<file path="config.mk">
export PLATFORM = sky130hd
export DESIGN_NAME = uart_fractional_baud_timer
export DESIGN_NICKNAME = d
export VERILOG_FILES = /design/src/hw/baud_timer_pkg.sv /design/src/hw/uart_fractional_baud_timer.sv
export SDC_FILE = /design/constraint.sdc
export NUM_CORES = 1
export LEC_CHECK = 0
export BUFFER_PORTS_ARGS = -buffer_cell sky130_fd_sc_hd__buf_2
export CORE_ASPECT_RATIO = 0.5
export CORE_MARGIN = 2
export CORE_UTILIZATION = 60
export CTS_CLUSTER_DIAMETER = 120
export DETAILED_ROUTE_END_ITERATION = 10
export HOLD_SLACK_MARGIN = 0.03
export PLACE_DENSITY = 0.87
export SYNTH_ARGS = -nofsm -noshare
export SYNTH_HDL_FRONTEND = slang
export SYNTH_SLANG_ARGS = --single-unit
</file>
<file path="constraint.sdc">
create_clock -name clk -period 7.49 [get_ports clk]
set_input_delay 0.749 -clock clk [delete_from_list [all_inputs] [get_ports clk]]
set_output_delay 0.749 -clock clk [all_outputs]
set_load 0.1 [all_outputs]
</file>
<file path="src/hw/baud_timer_pkg.sv">
// constants for the fractional uart baud timer
// assumes one 125 MHz clock and an apb slave port
package baud_timer_pkg;

	// ------------------------------------------------
	// register map (byte addresses)
	// ------------------------------------------------
	localparam logic [7:0] ctrl_offset   = 8'h00;
	localparam logic [7:0] fdv_offset    = 8'h04;
	localparam logic [7:0] clkctl_offset = 8'h08;
	localparam logic [7:0] status_offset = 8'h0C;

	// ------------------------------------------------
	// fields and reset values
	// ------------------------------------------------
	localparam int         select_bit        = 7;
	localparam int         exp_msb           = 2;
	localparam int         status_select_bit = 16;
	localparam logic [7:0] ctrl_write_mask   = 8'h87;
	localparam logic [7:0] ctrl_reset        = 8'h00;
	localparam logic [7:0] fdv_reset         = 8'h00;
	localparam logic [2:0] clkctl_reset      = 3'h0;

	// ------------------------------------------------
	// divider figures
	// ------------------------------------------------
	localparam logic [8:0] fd_base      = 9'h040;
	localparam logic [8:0] acc_step     = 9'h002;
	localparam logic [4:0] t1_last_one  = 5'h1F;
	localparam logic [4:0] t1_last_two  = 5'h0F;
	localparam logic [3:0] t2_last      = 4'hF;

	// 2^e - 1, used by both the core and the exponent prescalers
	function automatic logic [6:0] pow2_mask(input logic [2:0] e);
		logic [7:0] one;
		one = 8'h01 << e;
		return 7'(one - 8'h01);
	endfunction

endpackage

</file>
<file path="src/hw/uart_fractional_baud_timer.sv">
// fractional baud rate generator for the serial port
// assumes an apb master on clk and classic timer overflow pulses
//
// How it works
// - select bit 7 of control makes this timer the uart rate source.
// - while selected, rate doubling and timer2 clock selects are ignored.
// - select clear passes the classic timer1/timer2 rates through unchanged.
// - control bits 2:0 set a power-of-two prescale of the core clock.
// - rate is 2*fcore / (2^exp * (fractional value + 64)).
// - core clock is clk divided by 2 to the power of the core divide setting.
// - at 125 MHz, any rate 48 to 3906250 bit/s within 0.8 percent is reachable.
// - this timer runs apart from the general timers.
// - classic path: rate doubling halves the timer1 overflow divide.
//
// Implementation choices: the APB slave port and the address map.
module uart_fractional_baud_timer (
	input  wire logic        clk,
	input  wire logic        reset_n,
	input  wire logic        psel,
	input  wire logic        penable,
	input  wire logic        pwrite,
	input  wire logic [7:0]  paddr,
	input  wire logic [31:0] pwdata,
	output logic      [31:0] prdata,
	output logic             pready,
	output logic             pslverr,
	input  wire logic        timer1_overflow,
	input  wire logic        timer2_overflow,
	input  wire logic        rate_double_bit,
	input  wire logic        timer2_tx_clk_sel,
	input  wire logic        timer2_rx_clk_sel,
	output logic             tx_bit_tick,
	output logic             rx_bit_tick,
	output logic             baud_timer_select
);
	import baud_timer_pkg::*;

	// ------------------------------------------------
	// registers and internal state
	// ------------------------------------------------
	logic [7:0] baud_timer_control;
	logic [7:0] fractional_divide_value;
	logic [2:0] core_divide_setting;
	logic [6:0] core_cnt;
	logic [6:0] pre_cnt;
	logic [8:0] acc;
	logic [4:0] t1_cnt;
	logic [3:0] t2_cnt;
	logic       wr;
	logic       setup;
	logic       cfg_write;
	logic       clk_write;
	logic       core_tick;
	logic       pre_tick;
	logic       t3_tick;
	logic       t1_tick;
	logic       t2_tick;
	logic       classic_tx;
	logic       classic_rx;
	logic [2:0] exponent;
	logic [8:0] limit;
	logic [8:0] acc_sum;
	logic       sel;

	// ------------------------------------------------
	// apb slave
	// ------------------------------------------------
	// zero wait states: every access completes in its first access cycle
	assign pready = 1'b1;
	assign wr     = psel & penable & pwrite;
	assign setup  = psel & ~penable;

	assign clk_write = wr & (paddr == clkctl_offset);
	assign cfg_write = wr & ((paddr == ctrl_offset) | (paddr == fdv_offset) | clk_write);

	always_ff @(posedge clk or negedge reset_n) begin
		if (!reset_n) begin
			baud_timer_control <= ctrl_reset;
		end else if (wr && paddr == ctrl_offset) begin
			baud_timer_control <= pwdata[7:0] & ctrl_write_mask;
		end
	end

	always_ff @(posedge clk or negedge reset_n) begin
		if (!reset_n) begin
			fractional_divide_value <= fdv_reset;
		end else if (wr && paddr == fdv_offset) begin
			fractional_divide_value <= pwdata[7:0];
		end
	end

	always_ff @(posedge clk or negedge reset_n) begin
		if (!reset_n) begin
			core_divide_setting <= clkctl_reset;
		end else if (clk_write) begin
			core_divide_setting <= pwdata[2:0];
		end
	end

	// read data is captured in the setup cycle so it comes from flops
	always_ff @(posedge clk or negedge reset_n) begin
		if (!reset_n) begin
			prdata  <= 32'h0000_0000;
			pslverr <= 1'b0;
		end else if (setup) begin
			pslverr <= 1'b0;
			prdata  <= 32'h0000_0000;
			unique case (paddr)
				ctrl_offset:   prdata <= {24'h00_0000, baud_timer_control};
				fdv_offset:    prdata <= {24'h00_0000, fractional_divide_value};
				clkctl_offset: prdata <= {29'h0000_0000, core_divide_setting};
				status_offset: begin
					prdata[8:0]               <= acc;
					prdata[status_select_bit] <= sel;
				end
				default:       pslverr <= 1'b1;
			endcase
		end
	end

	// ------------------------------------------------
	// core clock enable
	// ------------------------------------------------
	assign core_tick = (core_cnt == pow2_mask(core_divide_setting));

	// a new divide setting restarts the count, so no long wrap occurs
	always_ff @(posedge clk or negedge reset_n) begin
		if (!reset_n) begin
			core_cnt <= 7'h00;
		end else if (clk_write || core_tick) begin
			core_cnt <= 7'h00;
		end else begin
			core_cnt <= core_cnt + 7'h01;
		end
	end

	// ------------------------------------------------
	// exponent prescaler
	// ------------------------------------------------
	assign sel      = baud_timer_control[select_bit];
	assign exponent = baud_timer_control[exp_msb:0];
	assign pre_tick = core_tick & (pre_cnt == pow2_mask(exponent));

	always_ff @(posedge clk or negedge reset_n) begin
		if (!reset_n) begin
			pre_cnt <= 7'h00;
		end else if (cfg_write) begin
			pre_cnt <= 7'h00;
		end else if (pre_tick) begin
			pre_cnt <= 7'h00;
		end else if (core_tick) begin
			pre_cnt <= pre_cnt + 7'h01;
		end
	end

	// ------------------------------------------------
	// fractional divider
	// ------------------------------------------------
	// adding 2 per prescaled tick against (value+64) gives the exact
	// average rate; the step never reaches the limit, so one tick at most
	assign limit   = {1'b0, fractional_divide_value} + fd_base;
	assign acc_sum = acc + acc_step;
	assign t3_tick = pre_tick & (acc_sum >= limit);

	always_ff @(posedge clk or negedge reset_n) begin
		if (!reset_n) begin
			acc <= 9'h000;
		end else if (cfg_write) begin
			acc <= 9'h000;
		end else if (t3_tick) begin
			acc <= acc_sum - limit;
		end else if (pre_tick) begin
			acc <= acc_sum;
		end
	end

	// ------------------------------------------------
	// classic timer rates
	// ------------------------------------------------
	assign t1_tick = timer1_overflow & (t1_cnt >= (rate_double_bit ? t1_last_two : t1_last_one));
	assign t2_tick = timer2_overflow & (t2_cnt == t2_last);

	always_ff @(posedge clk or negedge reset_n) begin
		if (!reset_n) begin
			t1_cnt <= 5'h00;
		end else if (t1_tick) begin
			t1_cnt <= 5'h00;
		end else if (timer1_overflow) begin
			t1_cnt <= t1_cnt + 5'h01;
		end
	end

	always_ff @(posedge clk or negedge reset_n) begin
		if (!reset_n) begin
			t2_cnt <= 4'h0;
		end else if (timer2_overflow) begin
			t2_cnt <= t2_cnt + 4'h1;
		end
	end

	assign classic_tx = timer2_tx_clk_sel ? t2_tick : t1_tick;
	assign classic_rx = timer2_rx_clk_sel ? t2_tick : t1_tick;

	// ------------------------------------------------
	// rate source select
	// ------------------------------------------------
	// the fractional path reads none of the timer inputs
	always_ff @(posedge clk or negedge reset_n) begin
		if (!reset_n) begin
			tx_bit_tick       <= 1'b0;
			rx_bit_tick       <= 1'b0;
			baud_timer_select <= 1'b0;
		end else begin
			tx_bit_tick       <= sel ? t3_tick : classic_tx;
			rx_bit_tick       <= sel ? t3_tick : classic_rx;
			baud_timer_select <= sel;
		end
	end

	// ------------------------------------------------
	// checks
	// ------------------------------------------------
	chk_select_drives_tick: assert property (
		@(posedge clk) disable iff (!reset_n)
		sel && t3_tick |=> tx_bit_tick && rx_bit_tick)
		else $error("fractional tick not passed to uart");

	chk_classic_ignored: assert property (
		@(posedge clk) disable iff (!reset_n)
		sel && !t3_tick && (t1_tick || t2_tick) |=> !tx_bit_tick && !rx_bit_tick)
		else $error("classic tick leaked while selected");

	chk_classic_passthru: assert property (
		@(posedge clk) disable iff (!reset_n)
		!sel |=> tx_bit_tick == $past(classic_tx) && rx_bit_tick == $past(classic_rx))
		else $error("classic rate altered");

	chk_prescale_period: assert property (
		@(posedge clk) disable iff (!reset_n)
		pre_tick && !cfg_write && exponent == 3'h1 && core_divide_setting == 3'h0 ##1 !cfg_write
		|-> !pre_tick ##1 pre_tick)
		else $error("prescale by two wrong");

	chk_fraction_step: assert property (
		@(posedge clk) disable iff (!reset_n)
		pre_tick && !cfg_write |=> acc + ($past(t3_tick) ? $past(limit) : 9'h000) == $past(acc) + acc_step)
		else $error("fractional step wrong");

	chk_core_period: assert property (
		@(posedge clk) disable iff (!reset_n)
		core_tick && !clk_write && core_divide_setting == 3'h1 ##1 !clk_write
		|-> !core_tick ##1 core_tick)
		else $error("core divide by two wrong");

	chk_acc_bound: assert property (
		@(posedge clk) disable iff (!reset_n)
		acc < limit || $past(cfg_write))
		else $error("accumulator above limit");

	chk_timers_independent: assert property (
		@(posedge clk) disable iff (!reset_n)
		sel && !t3_tick |=> !tx_bit_tick)
		else $error("tick without fractional cause");

	chk_double_rate: assert property (
		@(posedge clk) disable iff (!reset_n)
		timer1_overflow && t1_cnt == t1_last_two |-> t1_tick == rate_double_bit)
		else $error("rate doubling wrong");

	chk_reserved_zero: assert property (
		@(posedge clk) disable iff (!reset_n)
		setup && paddr == ctrl_offset |=> prdata[6:3] == 4'h0)
		else $error("reserved control bits nonzero");

	chk_pair_when_selected: assert property (
		@(posedge clk) disable iff (!reset_n)
		sel |=> tx_bit_tick == rx_bit_tick)
		else $error("tx and rx ticks split while selected");

	chk_tick_spacing: assert property (
		@(posedge clk) disable iff (!reset_n)
		t3_tick |=> !t3_tick)
		else $error("fractional ticks back to back");

	chk_prescale_hold: assert property (
		@(posedge clk) disable iff (!reset_n)
		!core_tick && !cfg_write |=> pre_cnt == $past(pre_cnt))
		else $error("prescaler moved without core tick");

	chk_prescale_bound: assert property (
		@(posedge clk) disable iff (!reset_n)
		pre_cnt <= pow2_mask(exponent))
		else $error("prescaler past its end count");

	chk_core_bound: assert property (
		@(posedge clk) disable iff (!reset_n)
		core_cnt <= pow2_mask(core_divide_setting))
		else $error("core divider past its end count");

	chk_reserved_held: assert property (
		@(posedge clk) disable iff (!reset_n)
		baud_timer_control[6:3] == 4'h0)
		else $error("reserved control bits stored");

endmodule // uart_fractional_baud_timer

</file>
; ---- Word level (Yosys, flattened, before mapping)
; Index checks and enable logic that the tools add are counted.
[op_classes]
n_addsub = 9
n_lt_le_gt_ge = 2
n_eq_ne = 6
n_shift = 2
n_mux = 17
n_bitwise = 12
reduce_logical = 8
[ops]
columns = operator, n
row1 = one-hot mux 9 bit (4 select lines), 1
row2 = two-way mux 7 bit, 4
row3 = two-way mux 9 bit, 3
row4 = "== test 8 x 4 -> 1 bit, second input constant", 2
row5 = two-way mux 5 bit, 3
row6 = "adder 7 x 1 -> 7 bit, second input constant", 2
row7 = == test 7 bit, 2
row8 = "left shift 1 x 3 -> 7 bit, first input constant", 2
row9 = "subtractor 7 x 1 -> 7 bit, second input constant", 2
row10 = "adder 8 x 7 -> 9 bit, second input constant", 1
row11 = "adder 9 x 2 -> 9 bit, second input constant", 1
row12 = AND 1 bit, 9
row13 = >= comparator 9 bit, 1
row14 = subtractor 9 bit, 1
row15 = "== test 8 x 3 -> 1 bit, second input constant", 1
row16 = zero test 8 bit, 1
row17 = two-way mux 1 bit, 6
row18 = nonzero test 3 bit, 2
row19 = "adder 5 x 1 -> 5 bit, second input constant", 1
row20 = >= comparator 5 bit, 1
row21 = "adder 4 x 1 -> 4 bit, second input constant", 1
row22 = "== test 4 bit, second input constant", 1
row23 = OR reduction 4 bit, 1
row24 = logical AND 1 bit, 2
row25 = 4 further kinds, 5
[totals]
register_bits = 61
input_bits = 50
output_inout_bits = 37
word_cells = 69

; ---- Logic depth before layout (Yosys ltp)
; Gate-level depths: netlist of the first run.
[depth]
word_depth = 7
mapped_depth = 13
mapped_depth_nobuf = 12

; ---- Worst setup path after synthesis of the first run
; No wires, ideal clock.
[synth_path]
path_type = register to register
from = register core_divide_setting[2]
to = register acc[7]
setup_ns = 0.078
arrival_time_ns = 2.825
required_ns = 7.412
slack_ns = 4.587
path_stages_with_launch = 11
path_buffers = 1
period_less_slack_ns = 2.903
path_cell_list = dfrtp_1 > or3_1 > ha_1 > clkbuf_1 > xnor2_1 > a31oi_1 > a311o_1 > or4_4 > nand3b_4 > or3_1 > a21oi_1
[synth_via]
elab_chain_len = 7
word_cells_on_any_way = 8
cone_classes = add/sub: 1 / eq/ne: 1 / shift: 1 / mux: 2 / bitwise: 2 / reduce/logical: 1
[synth_rtl]
columns = item, line_no
row1 = start: declaration, uart_fractional_baud_timer.sv:43  ; logic [2:0] core_divide_setting;
row2 = start signal: assignment, uart_fractional_baud_timer.sv:94  ; core_divide_setting <= clkctl_reset;
row3 = start signal: assignment, uart_fractional_baud_timer.sv:96  ; core_divide_setting <= pwdata[2:0];
row4 = left shift 1 x 3 -> 7 bit (*), baud_timer_pkg.sv:36  ; one = 8'h01 << e;
row5 = subtractor 7 x 1 -> 7 bit (*), baud_timer_pkg.sv:37  ; return 7'(one - 8'h01);
row6 = == test 7 bit (*), uart_fractional_baud_timer.sv:124  ; assign core_tick = (core_cnt == pow2_mask(core_divide_setting));
row7 = AND 1 bit (*), uart_fractional_baud_timer.sv:142  ; assign pre_tick = core_tick & (pre_cnt == pow2_mask(exponent));
row8 = AND 1 bit, uart_fractional_baud_timer.sv:163  ; assign t3_tick = pre_tick & (acc_sum >= limit);
row9 = two-way mux 9 bit, uart_fractional_baud_timer.sv:170  ; end else if (t3_tick) begin
row10 = two-way mux 9 bit, uart_fractional_baud_timer.sv:168  ; end else if (cfg_write) begin
row11 = end signal: assignment, uart_fractional_baud_timer.sv:171  ; acc <= acc_sum - limit;
row12 = end signal: assignment, uart_fractional_baud_timer.sv:173  ; acc <= acc_sum;
row13 = end: declaration, uart_fractional_baud_timer.sv:46  ; logic [8:0] acc;
; Every way passes the cells marked *; elsewhere a longest branch is shown, timed or not.
; A chain may end at the register's enable or synchronous reset.

; ---- Worst setup path in the final report of the first run
; Same ends and word-level chain as after synthesis.

==> impl_results.md, run 1 <==
- PostCTS Resize Cnt: 0
- DR iter-0 viols: 197
- Clock sinks: 61
- CP required: roughly 7.8 ns
- Hold_buf cts: 0
- Syn avg cell area: 9.16 sq um
- Area of the multi-input gates: 2270 sq um
- # diodes: 0
- Vias in the first global route: 3081
- Area contributors post-synth: dfrtp_1 38%, ha_1 5.6%, buf_4 4.3%
- WL/cell: between 15 and 20 microns
- FFs w/ async S/R, synth: 100%
- Filler cells: 486
- Root Driver: clkbuf_16
- Worst-margin pin slew: 1.19 ns
- Dpl cell area: roughly 4200 sq um
- Initial Utilization: 61.3%
- Synth Area in XOR/XNOR: under 10%
- Top cell type's share of synthesized area: between 30% and 40%
- First-pass GRT wire length: 14500 microns
- #FFs+latches synth: just over 60
- Final WL: 8960 microns
- Synth Area in Compound Gates: between 10% and 20%
- I/O Buffers: 39
- Top FF cell, synth: dfrtp_1
- CP top delay family: simple AND/OR/NAND/NOR gates
- GR Overflow Total: 0
- Leakage: between 2 and 2.5 nW
- DRC: 0
- Max incr delay on CP: 0.62 ns
- Most frequent CP cell: or3_1
- # setup viols final: 0
- DP Wirelength: between 5000 and 6000 microns
- RSZ-0062 raised after global routing: no
- Routed Antenna Nets: 0
- Power Density: 304 nW/um^2
- Core Region: 6600 sq um
- Peak Freq: 280 MHz
- Slew margin rel.: approximately a fifth
- CTS clock-pin slew for the worst setup and hold paths: roughly 0.050 ns
- Finished Cell Area: 4530 sq um
- DIE AREA: ~7400 sq um
- Critical Path Fanout Max: 14
- Die width: 120 microns
- Setup WS pre-CTS: between 4 and 5 ns
- Share of layout cells above drive strength 1: 17.7%
- Post-synthesis mux area share: 8.58%
- Seq. cell area: around 1500 sq um
- Area Overhead vs Synth: 12.1%
- Yosys warns: 0
- CP Class: register to register
- First-pass detailed-route iteration total: 5
- Final hold violation count: 0
- Worst setup EP type: register
- CTS tree: built
- Synthesized area: 4040 sq um
- Max clock buf depth: 2
- Via density: between 5 and 6
- Synth area leader: dfrtp_1
- Slew Limit Fails: 0
- Total track usage: ~26%
- Yosys cell types: 58
- Sequential share of the synthesized area: a little under two fifths
- Post-route minimum period: 3.57 ns
- CTS H-tree lvls: 3
- Postcts setup bufs: 0
- Final setup TNS: 0 ns
- Max-Cap Viols: 0
- # IOs: a little under 90
- Synth Area in Simple Gates: 18.1%
- Clock skew: 0.00866 ns
- Fin worst setup slack: 3.92 ns
- Site row count: 21
- Post-synth EDFFs: 0
- Largest net degree at the start of global routing: between 60 and 70
- Largest family of logic cells by synthesized area: simple AND/OR/NAND/NOR gates
- Post-Synth Adder-Cell Area: 6.07%
- CTS Buf Count: 9
- Slowest CP cell: or4_4
- Nets: 543
- DR vias: 3355
- Initial antenna violation count: 0
- Worst path bufs/invs: 0
- Final cycle utilization of the critical path: between 40 and 50%
- Die height: 62.0 microns
- Setup crit start kind: register
- Hold Crit Class: register to register
- Cells after Synth: roughly 440
- Worst skew pair latency: ~0.33 ns
- Worst-path cell chain: or3_1 > ha_1 > xnor2_1 > a31oi_1 > a311o_1 > or4_4 > nand3b_4 > or3_1 > a21oi_1
- Arrival @ worst endpoint: 3.83 ns
- Outcome: completed
- Routability cong.: 0.846
- Worst VDD drop: about 160 uV
- Overall Power: 1.38 mW
-- report_power, final --
part           internal, mW  leakage (nW)  switching [mW]
Clock                 0.299         0.158           0.147
Combinational         0.182          1.20           0.277
Sequential            0.391         0.751          0.0821
Total                 0.873          2.11           0.506
-- state kept, by name, summed over array words and instances (netlist names) --
signal	flops
core_divide_setting	3
pre_cnt	7
rx_bit_tick	1
fractional_divide_value	8
core_cnt	7
t2_cnt	4
baud_timer_control	4
prdata	10
tx_bit_tick	1
t1_cnt	5
pslverr	1
acc	9
baud_timer_select	1
-- layout by cell type, fill, tap and decap left out, drive strengths merged, types with 5 or more instances in the layout --
master	n
a21oi	33
nor2b	6
nand3	18
mux2	15
dfrtp	61
nand2b	6
clkbuf	10
inv	20
and3	6
buf	42
mux2i	11
a21o	6
conb	23
nor2	39
ha	18
nand2	33
or3	5
xnor2	18
a211oi	5
a31oi	6
o21ai	27
xor2	7
-- cells in the mapped netlist, types with 3 or more instances --
| library cell | count |
|---|---|
| inv_1 | 20 |
| buf_4 | 23 |
| nor2_1 | 39 |
| or3_1 | 5 |
| xor2_1 | 7 |
| clkbuf_1 | 11 |
| mux4_2 | 3 |
| and3_1 | 6 |
| o211ai_1 | 4 |
| nor2b_1 | 6 |
| nand2b_1 | 6 |
| mux2_2 | 15 |
| xnor2_1 | 18 |
| o21ai_0 | 27 |
| ha_1 | 18 |
| nand2_1 | 33 |
| nand3b_1 | 3 |
| a211oi_1 | 5 |
| a22o_1 | 4 |
| nand4_1 | 4 |
| mux2i_1 | 11 |
| nand3_1 | 18 |
| a31oi_1 | 6 |
| nor3_1 | 3 |
| nor3b_1 | 3 |
| dfrtp_1 | 61 |
| a21oi_1 | 32 |
| a21o_1 | 6 |
| or3b_2 | 3 |
| buf_2 | 6 |
-- metal layers --
metal	vias to the layer above	GRT usage (%)	part of all wire, %
met3	17	5.66	5.8
met1	1626	31.6	44
met4	0	12.8	1.8
met5	-	0	0
met2	124	44.5	48
li1	1588	-	-
-- final cells by class --
type	count	share of cell area (%)
Clock buffer	10	5.28
Multi-Input combinational cell	340	50.1
Sequential cell	61	33.7
Clock inverter	6	1.91
Timing Repair Buffer	42	4.81
Tap cell	92	2.54
Inverter	20	1.66
-- logic make-up after synthesis --
kind of cell             after synthesis
AND/OR/NAND/NOR                      142
AO/OA/AOI/OAI                        102
flip-flops                            61
buffers and inverters                 61
multiplexers                          29
XOR/XNOR                              25
adder cells (fa/ha/maj)               19
other                                  2
-- per-stage QoR --
stage | util, % | cells | hold WS (ns)
finish | 68.7 | 571 | 0.476
detailed placement | 63.7 | 555 | 0.467
floorplan | - | 462 | 0.446
global route | 68.7 | 571 | 0.489
CTS | 68.7 | 571 | 0.474
global placement | 63.7 | 555 | 0.464
-- path summary, 6_finish.rpt --
path | from | endpoint | slack, ns | cells past startpoint
hold / removal | t2_cnt[3] | t2_cnt[3] | 0.48 | 1
min in group asynchronous | reset_n | t2_cnt[0] | 0.57 | 2
max in group asynchronous | reset_n | core_cnt[0] | 6.41 | 2
hold reg to reg | t2_cnt[3] | t2_cnt[3] | 0.48 | 1
setup reg to reg | core_divide_setting[2] | acc[7] | 3.92 | 9
setup / recovery | core_divide_setting[2] | acc[7] | 3.92 | 9
Power figures use the tool's default switching activity.
==> run 2: changes to the inputs <==
--- a/config.mk
+++ b/config.mk
@@ -8,11 +8,11 @@
 export BUFFER_PORTS_ARGS = -buffer_cell sky130_fd_sc_hd__buf_2
 export CORE_ASPECT_RATIO = 0.5
 export CORE_MARGIN = 2
-export CORE_UTILIZATION = 60
+export CORE_UTILIZATION = 55
 export CTS_CLUSTER_DIAMETER = 120
 export DETAILED_ROUTE_END_ITERATION = 10
 export HOLD_SLACK_MARGIN = 0.03
-export PLACE_DENSITY = 0.87
+export PLACE_DENSITY = 0.8
 export SYNTH_ARGS = -nofsm -noshare
 export SYNTH_HDL_FRONTEND = slang
 export SYNTH_SLANG_ARGS = --single-unit
==> constraint.sdc (replaced) <==
create_clock -name clk -period 3.55 [get_ports clk]
set_input_delay 0.355 -clock clk [delete_from_list [all_inputs] [get_ports clk]]
set_output_delay 0.355 -clock clk [all_outputs]
set_load 0.1 [all_outputs]
==> run 2 against run 1 <==
Against the previous run: sequential share of layout area is 0.30 points lower; final cell count is 2.1% higher; clock-buffer cell count stayed put; non-clock buffer count is 8 higher; critical path depth is 4 higher; fmax is 13% higher; sequential power is 110% higher; hold slack worse by 0.40 ns.
==> impl_results.md, run 2 (same netlist as run 1, synthesis figures left out) <==
- FF-to-FF Start: acc[1]
- Power Density: 624 nW/um^2 (+100%)
- Nets: 551 (+1.5%)
- Largest net degree at the start of global routing: 34 (-45%)
- Die height: 64.6 microns (+4.2%)
- Via density: 5.72 (-2.6%)
- CTS clock-pin slew for the worst setup and hold paths: 0.06 ns (about the same)
- RSZ-0062 raised after global routing: no
- CP Class: register to register
- Setup crit start kind: register
- Dpl cells: 567 (+2.2%)
- Site row count: 22 (+4.8%)
- Slowest CP cell: dfrtp_1
- I/O Buffers: 39 (unchanged)
- DIE AREA: 8090 sq um (+8.6%)
- Clock skew: 0.00670 ns (-0.00196 ns)
- DP Wirelength: 6150 microns (+2.8%)
- PostCTS Resize Cnt: 0 (unchanged)
- CTS Buf Count: 9 (unchanged)
- Share of layout cells above drive strength 1: 19.1% (+1.4 points)
- Area Overhead vs Synth: 13.1%
- Worst skew pair latency: 0.33 ns (about the same)
- Routability cong.: 0.936 (+11%)
- Max-Cap Viols: 0 (unchanged)
- Core Region: 7210 sq um (+9.4%)
- Worst VDD drop: 363 uV (+120%)
- First-pass detailed-route iteration total: 4 (-1)
- WL/cell: 14.6 microns (-7.0%)
- # IOs: 87 (unchanged)
- Final hold violation count: 0 (unchanged)
- Regs by FF count: prdata (10), acc (9), fractional_divide_value (8)
- # setup viols final: 0 (unchanged)
- Commonest non-fill, non-tap cell in the layout: dfrtp_1
- Post-route minimum period: 3.17 ns (-0.408 ns)
- Most frequent cells in the layout: 61 x dfrtp_1, 39 x nor2_1, 39 x buf_2, 33 x nand2_1, 32 x a21oi_1
- Final WL: 8510 microns (-5.0%)
- Initial Utilization: 56.0% (-5.2 points)
- GR Overflow Total: 0 (unchanged)
- Clock sinks: 61 (unchanged)
- # diodes: 0 (unchanged)
- DRC: 0 (unchanged)
- Leakage: 2.13 nW (+1.0%)
- Worst r2r path cells: 13 (+4)
- DR vias: 3337 (-0.54%)
- Max clock buf depth: 2 (unchanged)
- Max FFs per register: 10 (unchanged)
- Hold Crit Class: input pin to async pin
- CTS H-tree lvls: 3 (unchanged)
- Layout Cells excl Fill: 583 (+2.1%)
- CP required: 3.76 ns (-3.99 ns)
- Arrival @ worst endpoint: 3.38 ns (-0.45 ns)
- Postcts setup bufs: 0 (unchanged)
- Largest reg by FF count: prdata
- Total track usage: 23.2% (-2.4 points)
- Worst setup EP type: register
- Final setup TNS: 0 ns (unchanged)
- Critical Path Fanout Max: 8 (-6)
- Outcome: completed
- Die width: 125 microns (+4.3%)
- DR iter-0 viols: 171 (-13%)
- Final cycle utilization of the critical path: 89.2% (+41 points)
- First-pass GRT wire length: 15100 microns (+3.8%)
- R2r setup slk: 0.38 ns (-3.53 ns)
- Max incr delay on CP: 0.50 ns (-0.12 ns)
- Peak Freq: 316 MHz (+13%)
- Vias in the first global route: 3253 (+5.6%)
- Initial antenna violation count: 0 (unchanged)
- Hold_buf cts: 0 (unchanged)
- Slew Limit Fails: 0 (unchanged)
- CTS tree: built
- Routed Antenna Nets: 0 (unchanged)
- Reg-to-reg critical path endpoint: acc[0]
- Worst-margin pin slew: 0.724 ns (-0.465 ns)
- Root Driver: clkbuf_16
- Slew margin rel.: 51.7% (+31 points)
- Worst-path cell chain: ha_1 > nand3_1 > nor2_1 > xor2_1 > ha_1 > nand4_1 > o21bai_1 > nor2_1 > a21oi_1 > buf_4 > nand4b_1 > mux2i_1 > nor2b_1
==> run 2: cell count changes in the layout (fill, tap and decap cells not counted), sizes merged <==
cell	before	now
buf	42	50
bufinv	2	1
clkinv	3	2
clkinvlp	1	3
==> run 2: where the power goes <==
group	total, mW	internal [mW]	leakage [nW]	switching (mW)
sequential	0.998	0.826	0.751	0.172
clock	0.872	0.559	0.140	0.313
combinational	0.980	0.402	1.24	0.578
total	2.85	1.79	2.13	1.06
==> run 2: layer usage <==
| layer | share of wire (%) | track usage [%] | up-vias |
|---|---|---|---|
| met2 | 48 | 38.8 | 99 |
| li1 | - | - | 1603 |
| met4 | 1.1 | 7.08 | 0 |
| met5 | 0 | 0 | - |
| met1 | 46 | 29.8 | 1625 |
| met3 | 5.4 | 6.52 | 10 |
==> run 2: worst max-delay path by stage <==
stage	endpoint	cells after the start	slack, ns	from
detailed placement	acc[3]	13	0.42	acc[1]
finish	acc[0]	13	0.38	acc[1]
floorplan	acc[7]	10	0.65	core_divide_setting[2]
global placement	acc[7]	9	0.48	core_divide_setting[1]
global route	acc[0]	13	0.12	acc[1]
CTS	acc[0]	13	0.39	acc[1]
==> run 2: critical path: cells and delay by family (launching register included) <==
kind,cells,cell delay (ns)
AND/OR/NAND/NOR,6,0.93
adder cells (fa/ha/maj),2,0.66
flip-flops,1,0.50
AO/OA/AOI/OAI,2,0.47
buffers and inverters,1,0.19
multiplexers,1,0.18
XOR/XNOR,1,0.11
==> run 2: per-stage QoR <==
step | hold WS (ns) | util, % | power (mW) | setup slack [ns] | instance area [sq um]
3_3_place_gp | 0.443 | 59.2 | 1.95 | 0.479 | 4270
4_1_cts | 0.0978 | 63.4 | 2.86 | 0.391 | 4570
6_report | 0.0765 | 63.4 | 2.85 | 0.383 | 4570
5_1_grt | 0.149 | 63.4 | 3.05 | 0.122 | 4570
2_1_floorplan | 0.0594 | - | 1.78 | 0.647 | 4120
3_5_place_dp | 0.460 | 59.2 | 1.97 | 0.425 | 4270
==> run 2: final cells by class <==
cell class	count	area, sq um
multi-input cells	340	2270
repair buffers	50	278
flip-flops and latches	61	1530
inverters	20	75.1
clock buffers	10	239
fillers	594	2640
well taps	96	120
clock inverters	6	62.6
